`config.mk`:
```
export PLATFORM = sky130hd
export DESIGN_NAME = tbsl_exerciser
export DESIGN_NICKNAME = d
export VERILOG_FILES = /design/src/hdl/tbsl_pkg.sv /design/src/hdl/tbsl_exerciser.sv
export VERILOG_INCLUDE_DIRS = /design/src /design/src/hdl
export SDC_FILE = /design/constraint.sdc
export NUM_CORES = 1
export LEC_CHECK = 0
export BUFFER_PORTS_ARGS = -buffer_cell sky130_fd_sc_hd__buf_2
export CORE_MARGIN = 2
export CORE_UTILIZATION = 38
export DETAILED_ROUTE_END_ITERATION = 10
export HOLD_SLACK_MARGIN = 0.08
export PLACE_DENSITY = 0.57
export SYNTH_ARGS = -nofsm -noshare
export SYNTH_HDL_FRONTEND = slang
export SYNTH_SLANG_ARGS = --single-unit
```
`constraint.sdc`:
```
create_clock -name mclk -period 7.85 [get_ports mclk]
set_clock_uncertainty 0.05 [all_clocks]
set_input_delay 0.785 -clock mclk [delete_from_list [all_inputs] [get_ports mclk]]
set_output_delay 0.785 -clock mclk [all_outputs]
set_load 0.01 [all_outputs]
```
`src/hdl/tbsl_regs.svh`:
```
// Register offsets, fields, reset values and counts of the scope loop exerciser
`ifndef TBSL_REGS_SVH
`define TBSL_REGS_SVH
`define TBSL_OFF_CTRL 8'h00
`define TBSL_OFF_ADDR 8'h04
`define TBSL_OFF_DATA 8'h08
`define TBSL_OFF_END 8'h0c
`define TBSL_OFF_STAT 8'h10
`define TBSL_OFF_CREF 8'h14
`define TBSL_CTRL_START 8
`define TBSL_CTRL_ABORT 9
`define TBSL_CTRL_WORD 10
`define TBSL_IO_BASE 6'h14
`define TBSL_CTRL_RST 32'h0000_0000
`define TBSL_CRC_INIT 16'hffff
`define TBSL_CRC_POLY 16'h1021
`define TBSL_FW_LAST 12'hfff
`define TBSL_RESP_OK 2'h0
`define TBSL_RESP_ERR 2'h2
`endif

```
`src/hdl/tbsl_pkg.sv`:
```
// Types of the scope loop exerciser
`default_nettype none
package tbsl_pkg;
    typedef enum logic [1:0] {
        TBSL_IDLE = 2'b00,
        TBSL_BUS = 2'b01,
        TBSL_CRC = 2'b10
    } tbsl_state_t;
    typedef enum logic [5:0] {
        TBSL_TOGGLE = 6'h04,
        TBSL_POKE = 6'h06,
        TBSL_ALT = 6'h07,
        TBSL_ROT = 6'h08,
        TBSL_WRRD = 6'h09,
        TBSL_INC = 6'h0b,
        TBSL_RANGE = 6'h0c,
        TBSL_SELF = 6'h0d
    } tbsl_cmd_t;
endpackage : tbsl_pkg
`default_nettype wire

```
`src/hdl/tbsl_exerciser.sv`:
```
// Target bus scope loop exerciser with AXI4-Lite register access
// Contract
// Poke loop writes same data to one memory address under selected status space.
// Every loop has an I/O-space variant issuing the same sequence as I/O cycles.
// Alternate loop writes pattern then its full-width complement, forever.
// Rotate loop rotates pattern left one bit within access width, each write.
// Write-then-read loop writes data then reads the same address, forever.
// Incrementing loop writes a value rising by one each write.
// Range loop reads from lowest address, then one higher each cycle.
// After the last range address, reading restarts at the range start.
// Toggle loop writes zero then user data, alternating forever.
// Byte mode uses 8-bit values, word mode 16-bit, for all patterns.
// Loops and self-check start only while paused, otherwise rejected.
// Host stops a loop only by its abort character.
// Self-check computes firmware CRC once and flags an error on mismatch.
// Abort ends loop after the current bus cycle, back to idle.
`timescale 1ns/100ps
`default_nettype none
`include "tbsl_regs.svh"
module tbsl_exerciser
    import tbsl_pkg::*;
(
    input wire logic mclk,
    input wire logic rst,
    input wire logic [7:0] s_axi_awaddr,
    input wire logic s_axi_awvalid,
    output logic s_axi_awready,
    input wire logic [31:0] s_axi_wdata,
    input wire logic [3:0] s_axi_wstrb,
    input wire logic s_axi_wvalid,
    output logic s_axi_wready,
    output logic [1:0] s_axi_bresp,
    output logic s_axi_bvalid,
    input wire logic s_axi_bready,
    input wire logic [7:0] s_axi_araddr,
    input wire logic s_axi_arvalid,
    output logic s_axi_arready,
    output logic [31:0] s_axi_rdata,
    output logic [1:0] s_axi_rresp,
    output logic s_axi_rvalid,
    input wire logic s_axi_rready,
    input wire logic paused,
    output logic busReq,
    output logic busWrite,
    output logic busIo,
    output logic busWord,
    output logic [2:0] memory_space_select,
    output logic [19:0] busAddr,
    output logic [15:0] busWdata,
    input wire logic busAck,
    output logic [11:0] fwAddr,
    input wire logic [7:0] fwData
);
    tbsl_state_t state_q;
    logic [31:0] ctrl_q;
    logic [19:0] addr_q;
    logic [19:0] end_q;
    logic [15:0] data_q;
    logic [15:0] cref_q;
    logic [15:0] crc_q;
    logic [5:0] cmd_q;
    logic phase_q;
    logic rejected_q;
    logic crcErr_q;
    logic crcDone_q;
    logic abortPend_q;
    logic awGot_q;
    logic wGot_q;
    logic [7:0] awAddr_q;
    logic [31:0] wData_q;
    logic [3:0] wStrb_q;
    logic [7:0] wa;
    logic [31:0] wd;
    logic [3:0] ws;
    logic doWrite;
    logic mapped;
    logic startReq;
    logic abortReq;
    logic [5:0] baseCmd;
    logic [31:0] ctrlIn;
    logic [15:0] mask;
    logic [15:0] crcNext;
    logic ack;

    // Write channels may arrive in either order; latch each until both are here
    assign s_axi_awready = !awGot_q && !s_axi_bvalid;
    assign s_axi_wready = !wGot_q && !s_axi_bvalid;
    assign wa = awGot_q ? awAddr_q : s_axi_awaddr;
    assign wd = wGot_q ? wData_q : s_axi_wdata;
    assign ws = wGot_q ? wStrb_q : s_axi_wstrb;
    assign doWrite = (awGot_q || (s_axi_awvalid && s_axi_awready))
        && (wGot_q || (s_axi_wvalid && s_axi_wready));
    assign mapped = (wa <= `TBSL_OFF_CREF) && (wa[1:0] == 2'h0);
    assign startReq = doWrite && (wa == `TBSL_OFF_CTRL) && ws[1] && wd[`TBSL_CTRL_START];
    assign abortReq = doWrite && (wa == `TBSL_OFF_CTRL) && ws[1] && wd[`TBSL_CTRL_ABORT];
    assign baseCmd = (ctrlIn[5:0] >= `TBSL_IO_BASE) ? ctrlIn[5:0] - `TBSL_IO_BASE : ctrlIn[5:0];

    // Byte lane merge under write strobes
    function automatic logic [31:0] merge(input logic [31:0] old, input logic [31:0] nw,
                                          input logic [3:0] st);
        logic [31:0] r;
        r = old;
        for (int i = 0; i < 4; i++) begin
            if (st[i]) begin
                r[i*8 +: 8] = nw[i*8 +: 8];
            end
        end
        return r;
    endfunction

    // Control word as it stands after this write, so a start runs the command written with it
    assign ctrlIn = merge(ctrl_q, wd, ws) & 32'h0000_3c3f;

    // Write address/data latches and response
    always_ff @(posedge mclk) begin
        if (rst) begin
            awGot_q <= 1'b0;
            wGot_q <= 1'b0;
            awAddr_q <= 8'h00;
            wData_q <= 32'h0000_0000;
            wStrb_q <= 4'h0;
            s_axi_bvalid <= 1'b0;
            s_axi_bresp <= `TBSL_RESP_OK;
        end else begin
            if (s_axi_awvalid && s_axi_awready) begin
                awAddr_q <= s_axi_awaddr;
                awGot_q <= 1'b1;
            end
            if (s_axi_wvalid && s_axi_wready) begin
                wData_q <= s_axi_wdata;
                wStrb_q <= s_axi_wstrb;
                wGot_q <= 1'b1;
            end
            if (doWrite) begin
                awGot_q <= 1'b0;
                wGot_q <= 1'b0;
                s_axi_bvalid <= 1'b1;
                s_axi_bresp <= mapped ? `TBSL_RESP_OK : `TBSL_RESP_ERR;
            end else if (s_axi_bready) begin
                s_axi_bvalid <= 1'b0;
            end
        end
    end

    // Software registers; start and abort bits are pulses, not stored
    always_ff @(posedge mclk) begin
        if (rst) begin
            ctrl_q <= `TBSL_CTRL_RST;
            addr_q <= 20'h00000;
            end_q <= 20'h00000;
            data_q <= 16'h0000;
            cref_q <= 16'h0000;
        end else if (doWrite) begin
            case (wa)
                `TBSL_OFF_CTRL: ctrl_q <= ctrlIn;
                `TBSL_OFF_ADDR: addr_q <= 20'(merge({12'h000, addr_q}, wd, ws));
                `TBSL_OFF_DATA: data_q <= 16'(merge({16'h0000, data_q}, wd, ws));
                `TBSL_OFF_END: end_q <= 20'(merge({12'h000, end_q}, wd, ws));
                `TBSL_OFF_CREF: cref_q <= 16'(merge({16'h0000, cref_q}, wd, ws));
                default: ;
            endcase
        end
    end

    // Read channel; one read at a time, unmapped answers SLVERR
    assign s_axi_arready = !s_axi_rvalid;
    always_ff @(posedge mclk) begin
        if (rst) begin
            s_axi_rvalid <= 1'b0;
            s_axi_rdata <= 32'h0000_0000;
            s_axi_rresp <= `TBSL_RESP_OK;
        end else if (s_axi_arvalid && s_axi_arready) begin
            s_axi_rvalid <= 1'b1;
            s_axi_rresp <= `TBSL_RESP_OK;
            case (s_axi_araddr)
                `TBSL_OFF_CTRL: s_axi_rdata <= ctrl_q;
                `TBSL_OFF_ADDR: s_axi_rdata <= {12'h000, addr_q};
                `TBSL_OFF_DATA: s_axi_rdata <= {16'h0000, data_q};
                `TBSL_OFF_END: s_axi_rdata <= {12'h000, end_q};
                `TBSL_OFF_STAT: s_axi_rdata <= {28'h0000000, crcDone_q, crcErr_q, rejected_q,
                                                state_q != TBSL_IDLE};
                `TBSL_OFF_CREF: s_axi_rdata <= {16'h0000, cref_q};
                default: begin
                    s_axi_rdata <= 32'h0000_0000;
                    s_axi_rresp <= `TBSL_RESP_ERR;
                end
            endcase
        end else if (s_axi_rready) begin
            s_axi_rvalid <= 1'b0;
        end
    end

    assign mask = busWord ? 16'hffff : 16'h00ff;
    assign busReq = (state_q == TBSL_BUS);
    assign ack = busReq && busAck;

    // Byte-serial CRC of the firmware store, MSB first
    always_comb begin
        crcNext = crc_q ^ {fwData, 8'h00};
        for (int b = 0; b < 8; b++) begin
            crcNext = crcNext[15] ? ((crcNext << 1) ^ `TBSL_CRC_POLY) : (crcNext << 1);
        end
    end

    // Abort request held until the cycle in flight completes
    always_ff @(posedge mclk) begin
        if (rst || state_q == TBSL_IDLE) begin
            abortPend_q <= 1'b0;
        end else if (abortReq) begin
            abortPend_q <= 1'b1;
        end
    end

    // Loop sequencer and target bus drive
    always_ff @(posedge mclk) begin
        if (rst) begin
            state_q <= TBSL_IDLE;
            cmd_q <= 6'h00;
            phase_q <= 1'b0;
            busWrite <= 1'b0;
            busIo <= 1'b0;
            busWord <= 1'b0;
            memory_space_select <= 3'h0;
            busAddr <= 20'h00000;
            busWdata <= 16'h0000;
            rejected_q <= 1'b0;
            crcErr_q <= 1'b0;
            crcDone_q <= 1'b0;
            crc_q <= `TBSL_CRC_INIT;
            fwAddr <= 12'h000;
        end else begin
            case (state_q)
                TBSL_IDLE: begin
                    if (startReq && !paused) begin
                        rejected_q <= 1'b1;
                    end else if (startReq) begin
                        // Loop settings taken at start; toggle data, range start and range end are still read from the registers while running
                        rejected_q <= 1'b0;
                        cmd_q <= baseCmd;
                        phase_q <= 1'b0;
                        busIo <= ctrlIn[5:0] >= `TBSL_IO_BASE;
                        busWord <= ctrlIn[`TBSL_CTRL_WORD];
                        memory_space_select <= ctrlIn[13:11];
                        busAddr <= addr_q;
                        busWrite <= (baseCmd != TBSL_RANGE);
                        busWdata <= (baseCmd == TBSL_TOGGLE) ? 16'h0000 :
                            (data_q & (ctrlIn[`TBSL_CTRL_WORD] ? 16'hffff : 16'h00ff));
                        crc_q <= `TBSL_CRC_INIT;
                        fwAddr <= 12'h000;
                        crcErr_q <= 1'b0;
                        crcDone_q <= 1'b0;
                        case (baseCmd)
                            TBSL_TOGGLE, TBSL_POKE, TBSL_ALT, TBSL_ROT, TBSL_WRRD, TBSL_INC,
                            TBSL_RANGE: state_q <= TBSL_BUS;
                            TBSL_SELF: state_q <= TBSL_CRC;
                            default: rejected_q <= 1'b1;
                        endcase
                    end
                end
                TBSL_BUS: begin
                    if (ack) begin
                        phase_q <= !phase_q;
                        if (abortPend_q || abortReq) begin
                            state_q <= TBSL_IDLE;
                        end
                        case (cmd_q)
                            TBSL_ALT: busWdata <= ~busWdata & mask;
                            TBSL_ROT: busWdata <= busWord ? {busWdata[14:0], busWdata[15]} :
                                {8'h00, busWdata[6:0], busWdata[7]};
                            TBSL_WRRD: busWrite <= phase_q;
                            TBSL_INC: busWdata <= (busWdata + 16'h0001) & mask;
                            TBSL_RANGE: busAddr <= (busAddr == end_q) ? addr_q : busAddr + 20'h00001;
                            TBSL_TOGGLE: busWdata <= phase_q ? 16'h0000 : data_q & mask;
                            default: ; // Poke repeats as is
                        endcase
                    end
                end
                TBSL_CRC: begin
                    crc_q <= crcNext;
                    fwAddr <= fwAddr + 12'h001;
                    if (fwAddr == `TBSL_FW_LAST) begin
                        // Single pass only; abort is not needed to end it
                        state_q <= TBSL_IDLE;
                        crcErr_q <= (crcNext != cref_q);
                        crcDone_q <= 1'b1;
                    end
                end
                default: state_q <= TBSL_IDLE;
            endcase
        end
    end
endmodule // tbsl_exerciser
`default_nettype wire

```
Word-level counts from Yosys, hierarchy flattened
Cells that the tools add are included.
{"block": "op_classes", "add_sub_neg": 4, "n_mul": 0, "div": 0, "magnitude_cmp": 2, "eq_ne": 38, "n_shift": 0, "mux": 66, "bitwise": 15, "n_reduce_logical": 57}
{"op": "$mux W16", "n": 10}
{"op": "$mux W20", "n": 6}
{"op": "$pmux W20 S6", "n": 1}
{"op": "$mux W13", "n": 8}
{"op": "$and A16 B16 Y16", "n": 4}
{"op": "$pmux W16 S2", "n": 2}
{"op": "$pmux W16 S4", "n": 1}
{"op": "$eq A6 B4 Y1 const B", "n": 9}
{"op": "$pmux W20 S2", "n": 1}
{"op": "$reduce_and A3 Y1", "n": 12}
{"op": "$eq A8 B4 Y1 const B", "n": 4}
{"op": "$eq A6 B3 Y1 const B", "n": 5}
{"op": "$eq A8 B5 Y1 const B", "n": 3}
{"op": "$mux W12", "n": 2}
{"op": "$not A3 Y3", "n": 8}
{"op": "$pmux W12 S2", "n": 1}
{"op": "$add A20 B1 Y20 const B", "n": 1}
{"op": "$eq A20 B20 Y1", "n": 1}
{"op": "$mux W6", "n": 3}
{"op": "$add A16 B1 Y16 const B", "n": 1}
{"op": "$eq A8 B3 Y1 const B", "n": 2}
{"op": "$logic_not A8 Y1", "n": 2}
{"op": "$mux W1", "n": 16}
{"op": "$ne A16 B16 Y1", "n": 1}
{"op": "34 further kinds", "n": 78}
{"block": "totals", "register_bits": 236, "latchBits": 0, "ramBits": 0, "mem_bits_ro": 0, "wordCells": 218, "mem_count": 0}

Longest topological paths before layout
{"block": "logic_depth", "ltp_word": 20, "depth_mapped": 12}

Least setup slack after synthesis
OpenSTA, ideal clock, no wires.
{"block": "synth_path", "path_kind": "input-to-reg", "start": "input port s_axi_wstrb[0]", "end": "register state_q[1]", "t_arrival_ns": 2.830, "required_ns": 7.730, "setup_slack_ns": 4.900, "path_stages": 10, "path_buffers": 0, "cell_sequence": "mux2_4 -> o221a_2 -> inv_1 -> ha_1 -> inv_1 -> a21boi_2 -> and2_1 -> a31oi_1 -> or4_1 -> a21oi_1"}
{"block": "synth_between", "elab_chain_len": 10, "elab_cells_between_ends": 20}
{"item": "from (decl)", "line_no": "tbsl_exerciser.sv:29", "rtl": "input wire logic [3:0] s_axi_wstrb,"}
{"item": "$mux W3 (*)", "line_no": "tbsl_exerciser.sv:90", "rtl": "assign ws = wGot_q ? wStrb_q : s_axi_wstrb;"}
{"item": "$mux W6 (*)", "line_no": "tbsl_exerciser.sv:104", "rtl": "if (st[i]) begin"}
{"item": "$sub A6 B5 Y6 (no line) / $ge A6 B5 Y1 (equally long branches)"}
{"item": "$mux W6 (*)", "line_no": "tbsl_exerciser.sv:96", "rtl": "assign baseCmd = (ctrlIn[5:0] >= `TBSL_IO_BASE) ? ctrlIn[5:0] - `TBSL_IO_BASE : ctrlIn[5:0];"}
{"item": "$eq A6 B3 Y1 / $eq A6 B4 Y1 (equally long branches)", "line_no": "tbsl_exerciser.sv:252", "rtl": "case (baseCmd)"}
{"item": "$reduce_or A7 Y1", "line_no": "tbsl_exerciser.sv:252"}
{"item": "$pmux W2 S2", "line_no": "tbsl_exerciser.sv:252"}
{"item": "$mux W2", "line_no": "tbsl_exerciser.sv:236", "rtl": "end else if (startReq) begin"}
{"item": "$mux W2", "line_no": "tbsl_exerciser.sv:234", "rtl": "if (startReq && !paused) begin"}
{"item": "$pmux W2 S3", "line_no": "tbsl_exerciser.sv:232", "rtl": "case (state_q)"}
{"item": "to (signal assigned)", "line_no": "tbsl_exerciser.sv:254", "rtl": "TBSL_RANGE: state_q <= TBSL_BUS;"}
{"item": "to (signal assigned)", "line_no": "tbsl_exerciser.sv:255", "rtl": "TBSL_SELF: state_q <= TBSL_CRC;"}
{"item": "to (signal assigned)", "line_no": "tbsl_exerciser.sv:264", "rtl": "state_q <= TBSL_IDLE;"}
{"item": "to (decl)", "line_no": "tbsl_exerciser.sv:54", "rtl": "tbsl_state_t state_q;"}
Mark *: on every way between the ends. The rest lies on a longest branch, timed or not. The select of a mux whose other input is x is not followed.
A chain may end at the register's enable or synchronous reset.

Worst setup path in the final report
{"block": "layout_path", "start": "register wGot_q", "end": "register busWdata[1]"}
{"block": "layout_between", "elab_chain_len": 11, "elab_cells_between_ends": 23}
{"item": "from (decl)", "line_no": "tbsl_exerciser.sv:68", "rtl": "logic wGot_q;"}
{"item": "from (signal assigned)", "line_no": "tbsl_exerciser.sv:118", "rtl": "wGot_q <= 1'b0;"}
{"item": "from (signal assigned)", "line_no": "tbsl_exerciser.sv:132", "rtl": "wGot_q <= 1'b1;"}
{"item": "from (signal assigned)", "line_no": "tbsl_exerciser.sv:136", "rtl": "wGot_q <= 1'b0;"}
{"item": "branches (longest 11 deep; another with $sub A6 B5 Y6)"}
{"item": "to (signal assigned)", "line_no": "tbsl_exerciser.sv:246", "rtl": "busWdata <= (baseCmd == TBSL_TOGGLE) ? 16'h0000 :"}
{"item": "to (signal assigned)", "line_no": "tbsl_exerciser.sv:267", "rtl": "TBSL_ALT: busWdata <= ~busWdata & mask;"}
{"item": "to (signal assigned)", "line_no": "tbsl_exerciser.sv:268", "rtl": "TBSL_ROT: busWdata <= busWord ? {busWdata[14:0], busWdata[15]} :"}
{"item": "to (decl)", "line_no": "tbsl_exerciser.sv:49", "rtl": "output logic [15:0] busWdata,"}
Parallel ways; which one is timed is not known. The select of a mux whose other input is x is not followed.

==> metrics <==
leakage power=between 4 and 5 nW; Final GP Congestion=roughly 0.87; setup TNS=0 ps; Slew headroom=0.218; register area share after synthesis=0.383; pwr dens=between 200 and 250 nW/um2; diodes inserted=0; Hold Fails Final Rpt=0; initial antenna violation count=0; IO Count=about 170; # Post-CTS Setup Buffers=0; crit end category=flop; Mapped Cells=around 1400; Worst Setup Start Kind=flop; DR DRC count=0; Die Ht=roughly 180 um; worst skew pair latency=540 ps; area of the die=roughly 32000 um2; post-cts hold buffer count=0; # nets final=roughly 1500; Ys Warns=0; CP Max Fanout=39; total number of vias=approximately 11000; PortBufs=between 100 and 150; Rows=64; Final Max Slew Viols=0; Worst Hold Class=in -> reg; CTS Buf Count=27; clk slew on worst S/H paths=around 60 ps; Crit path required time=about 8200 ps; CTS tree=built; drt first pass iters=9; Die Width=179 um; first-pass GRT wire length=slightly below 60000 um; CORE AREA=30300 um2; Worst path slowest cell=dfxtp_2; most common cell in the netlist=dfxtp_1; Post-Layout Cell Count=1883; Cells after DPL=between 1500 and 2000; crit-path most repeated cell=a31oi_1; largest net degree at the start of global routing=between 90 and 100; max_cap viols=0; CP bufs+invs=1; Crit path arrival time=4130 ps; Initial Util=0.383; Overflow after GRT=0; Post-Syn Area=between 10000 and 15000 um2; Final ANT Viol Nets=0; worst path cell trace=nand2b_1 -> o221a_2 -> inv_1 -> ha_1 -> a31oi_1 -> o32ai_2 -> a211o_2 -> a31oi_1 -> a21oi_1; peak supply drop=~0.15 mV; fin crit share=0.481; status=completed; post-CTS resize count=0; ys async rst share=0; Final Setup Violations=0; Critical Path Start=wGot_q$_SDFFE_PP0P_; Iter 0 DRT Violations=about 1000; register area=around 4400 um2; detailed-route wire length=around 38000 um; Worst-Margin Slew=1170 ps; vias in the first global route=~9700; Clock Sinks=about 220; RSZ-0062 raised after global routing=no; worst reg2reg path startpoint=wGot_q$_SDFFE_PP0P_; min-delay src=s_axi_rready; clk root buf=clkbuf_16; area delta synth->final=15.1%; Multi-input gate area=6670 um2; Period minus WS final=about 3800 ps; top cells by count, synth=dfxtp_1 (222), nor2_1 (197), nand2_1 (132); Wirelength per Cell=about 20 um; post-synth top area share=0.383; syn_area_per_cell=between 8 and 9 um2; Tot GR Track Use=0.233; Final HPWL DP=27000 um; via density per instance=approximately 5.7; Crit path max-delay family=compound AO/OA/AOI/OAI gates; crit path kind=reg -> reg; #FFs+latches synth=222; Post-synth EDFFs=0; H-tree levels=1; Fill cells=3035; commonest register cell after synthesis=dfxtp_1; Peak Freq=between 0.2 and 0.3 GHz; cell taking the most area after synthesis=dfxtp_1; biggest cell delay along the critical path=slightly above 1000 ps; Synth area leaders=dfxtp_1 (38%), nor2_1 (6.4%), a21oi_1 (5.3%); distinct cell type count after synthesis=77; Longest Clk Path Bufs=3; layout cells sized above 1=0.178
-- per-layer routing --
layer  up-vias  wire length [um]  GRT usage
li1       5188                 -          -
met1      5107             16800      0.334
met2       389             17100      0.371
met3        44              2830     0.0312
met4         0               811     0.0528
met5         -                 0          0
-- sequential cells by signal, summed over array words and instances (netlist names), 12 cells and up --
| signal | count |
|---|---|
| addr_q | 20 |
| busAddr | 20 |
| busWdata | 16 |
| crc_q | 16 |
| cref_q | 16 |
| data_q | 16 |
| end_q | 20 |
| fwAddr | 12 |
| s_axi_rdata | 20 |
| wData_q | 20 |
-- metrics by stage --
| stage | util | instance area (um2) | power [mW] | setup slack, ps | hold slack, ps |
|---|---|---|---|---|---|
| after global placement | 0.410 | 12400 | 1.46 | 4180 | 389 |
| after detailed placement | 0.410 | 12400 | 1.47 | 4110 | 396 |
| final | 0.440 | 13400 | 2.76 | 4080 | 388 |
| after floorplan | - | 11700 | 1.39 | 4900 | 383 |
| after CTS | 0.440 | 13400 | 2.79 | 4070 | 365 |
| after global routing | 0.440 | 13400 | 2.86 | 3820 | 377 |
-- logic make-up (layout without fill, tap and decap cells) --
family	count (synthesis)	count (layout)	synth area share
fa+ha+maj	5	5	0.00539
simple gates	513	513	0.206
mux	86	86	0.0885
buf+inv	119	208	0.0483
xor+xnor	82	82	0.0618
other cells	1	14	0.000323
compound gates	357	357	0.207
flops	222	222	0.383
-- final timing paths --
path                                to  slack [ps]  cells past startpoint
max reg2reg   busWdata[1]$_SDFFE_PP0P_        4080                      9
min reg2reg         busIo$_SDFFE_PP0P_         400                      2
min          s_axi_rvalid$_SDFFE_PP0P_         390                      2
max           busWdata[1]$_SDFFE_PP0P_        4080                      9
-- cell usage in the layout (no fill, tap or decap), types with 9 or more instances in the layout --
cell,n
inv_1,14
nand2_1,132
nand3_1,40
mux2i_1,48
a31oi_1,15
mux2_2,25
o211ai_1,9
nor3_1,36
buf_4,9
a22oi_1,27
a21oi_1,121
nor2_1,197
o21ai_0,41
a211oi_1,60
mux4_2,10
clkbuf_16,27
dfxtp_1,221
conb_1,14
nand4_1,27
xnor2_1,55
buf_2,136
xor2_1,27
-- area by class of cell --
cell class	instances	area share
Tap cell	396	0.0371
Timing Repair Buffer	146	0.0568
Inverter	15	0.00440
Multi-Input combinational cell	1057	0.499
Clock buffer	35	0.0573
Sequential cell	222	0.333
Clock inverter	12	0.0126
-- worst register-to-register path: stages, from the launching register on --
cell	delay (ps)
dfxtp_2	1020
nand2b_1	540
o221a_2	390
inv_1	140
ha_1	250
a31oi_1	190
o32ai_2	170
a211o_2	520
a31oi_1	280
a21oi_1	90
-- report_power, final --
| part | switching [mW] | total, mW | internal, mW |
|---|---|---|---|
| sequential | 0.0268 | 1.17 | 1.15 |
| combinational | 0.181 | 0.272 | 0.0911 |
| clock | 0.502 | 1.32 | 0.814 |
| total | 0.710 | 2.76 | 2.05 |
(Power assumes the default switching activity.)
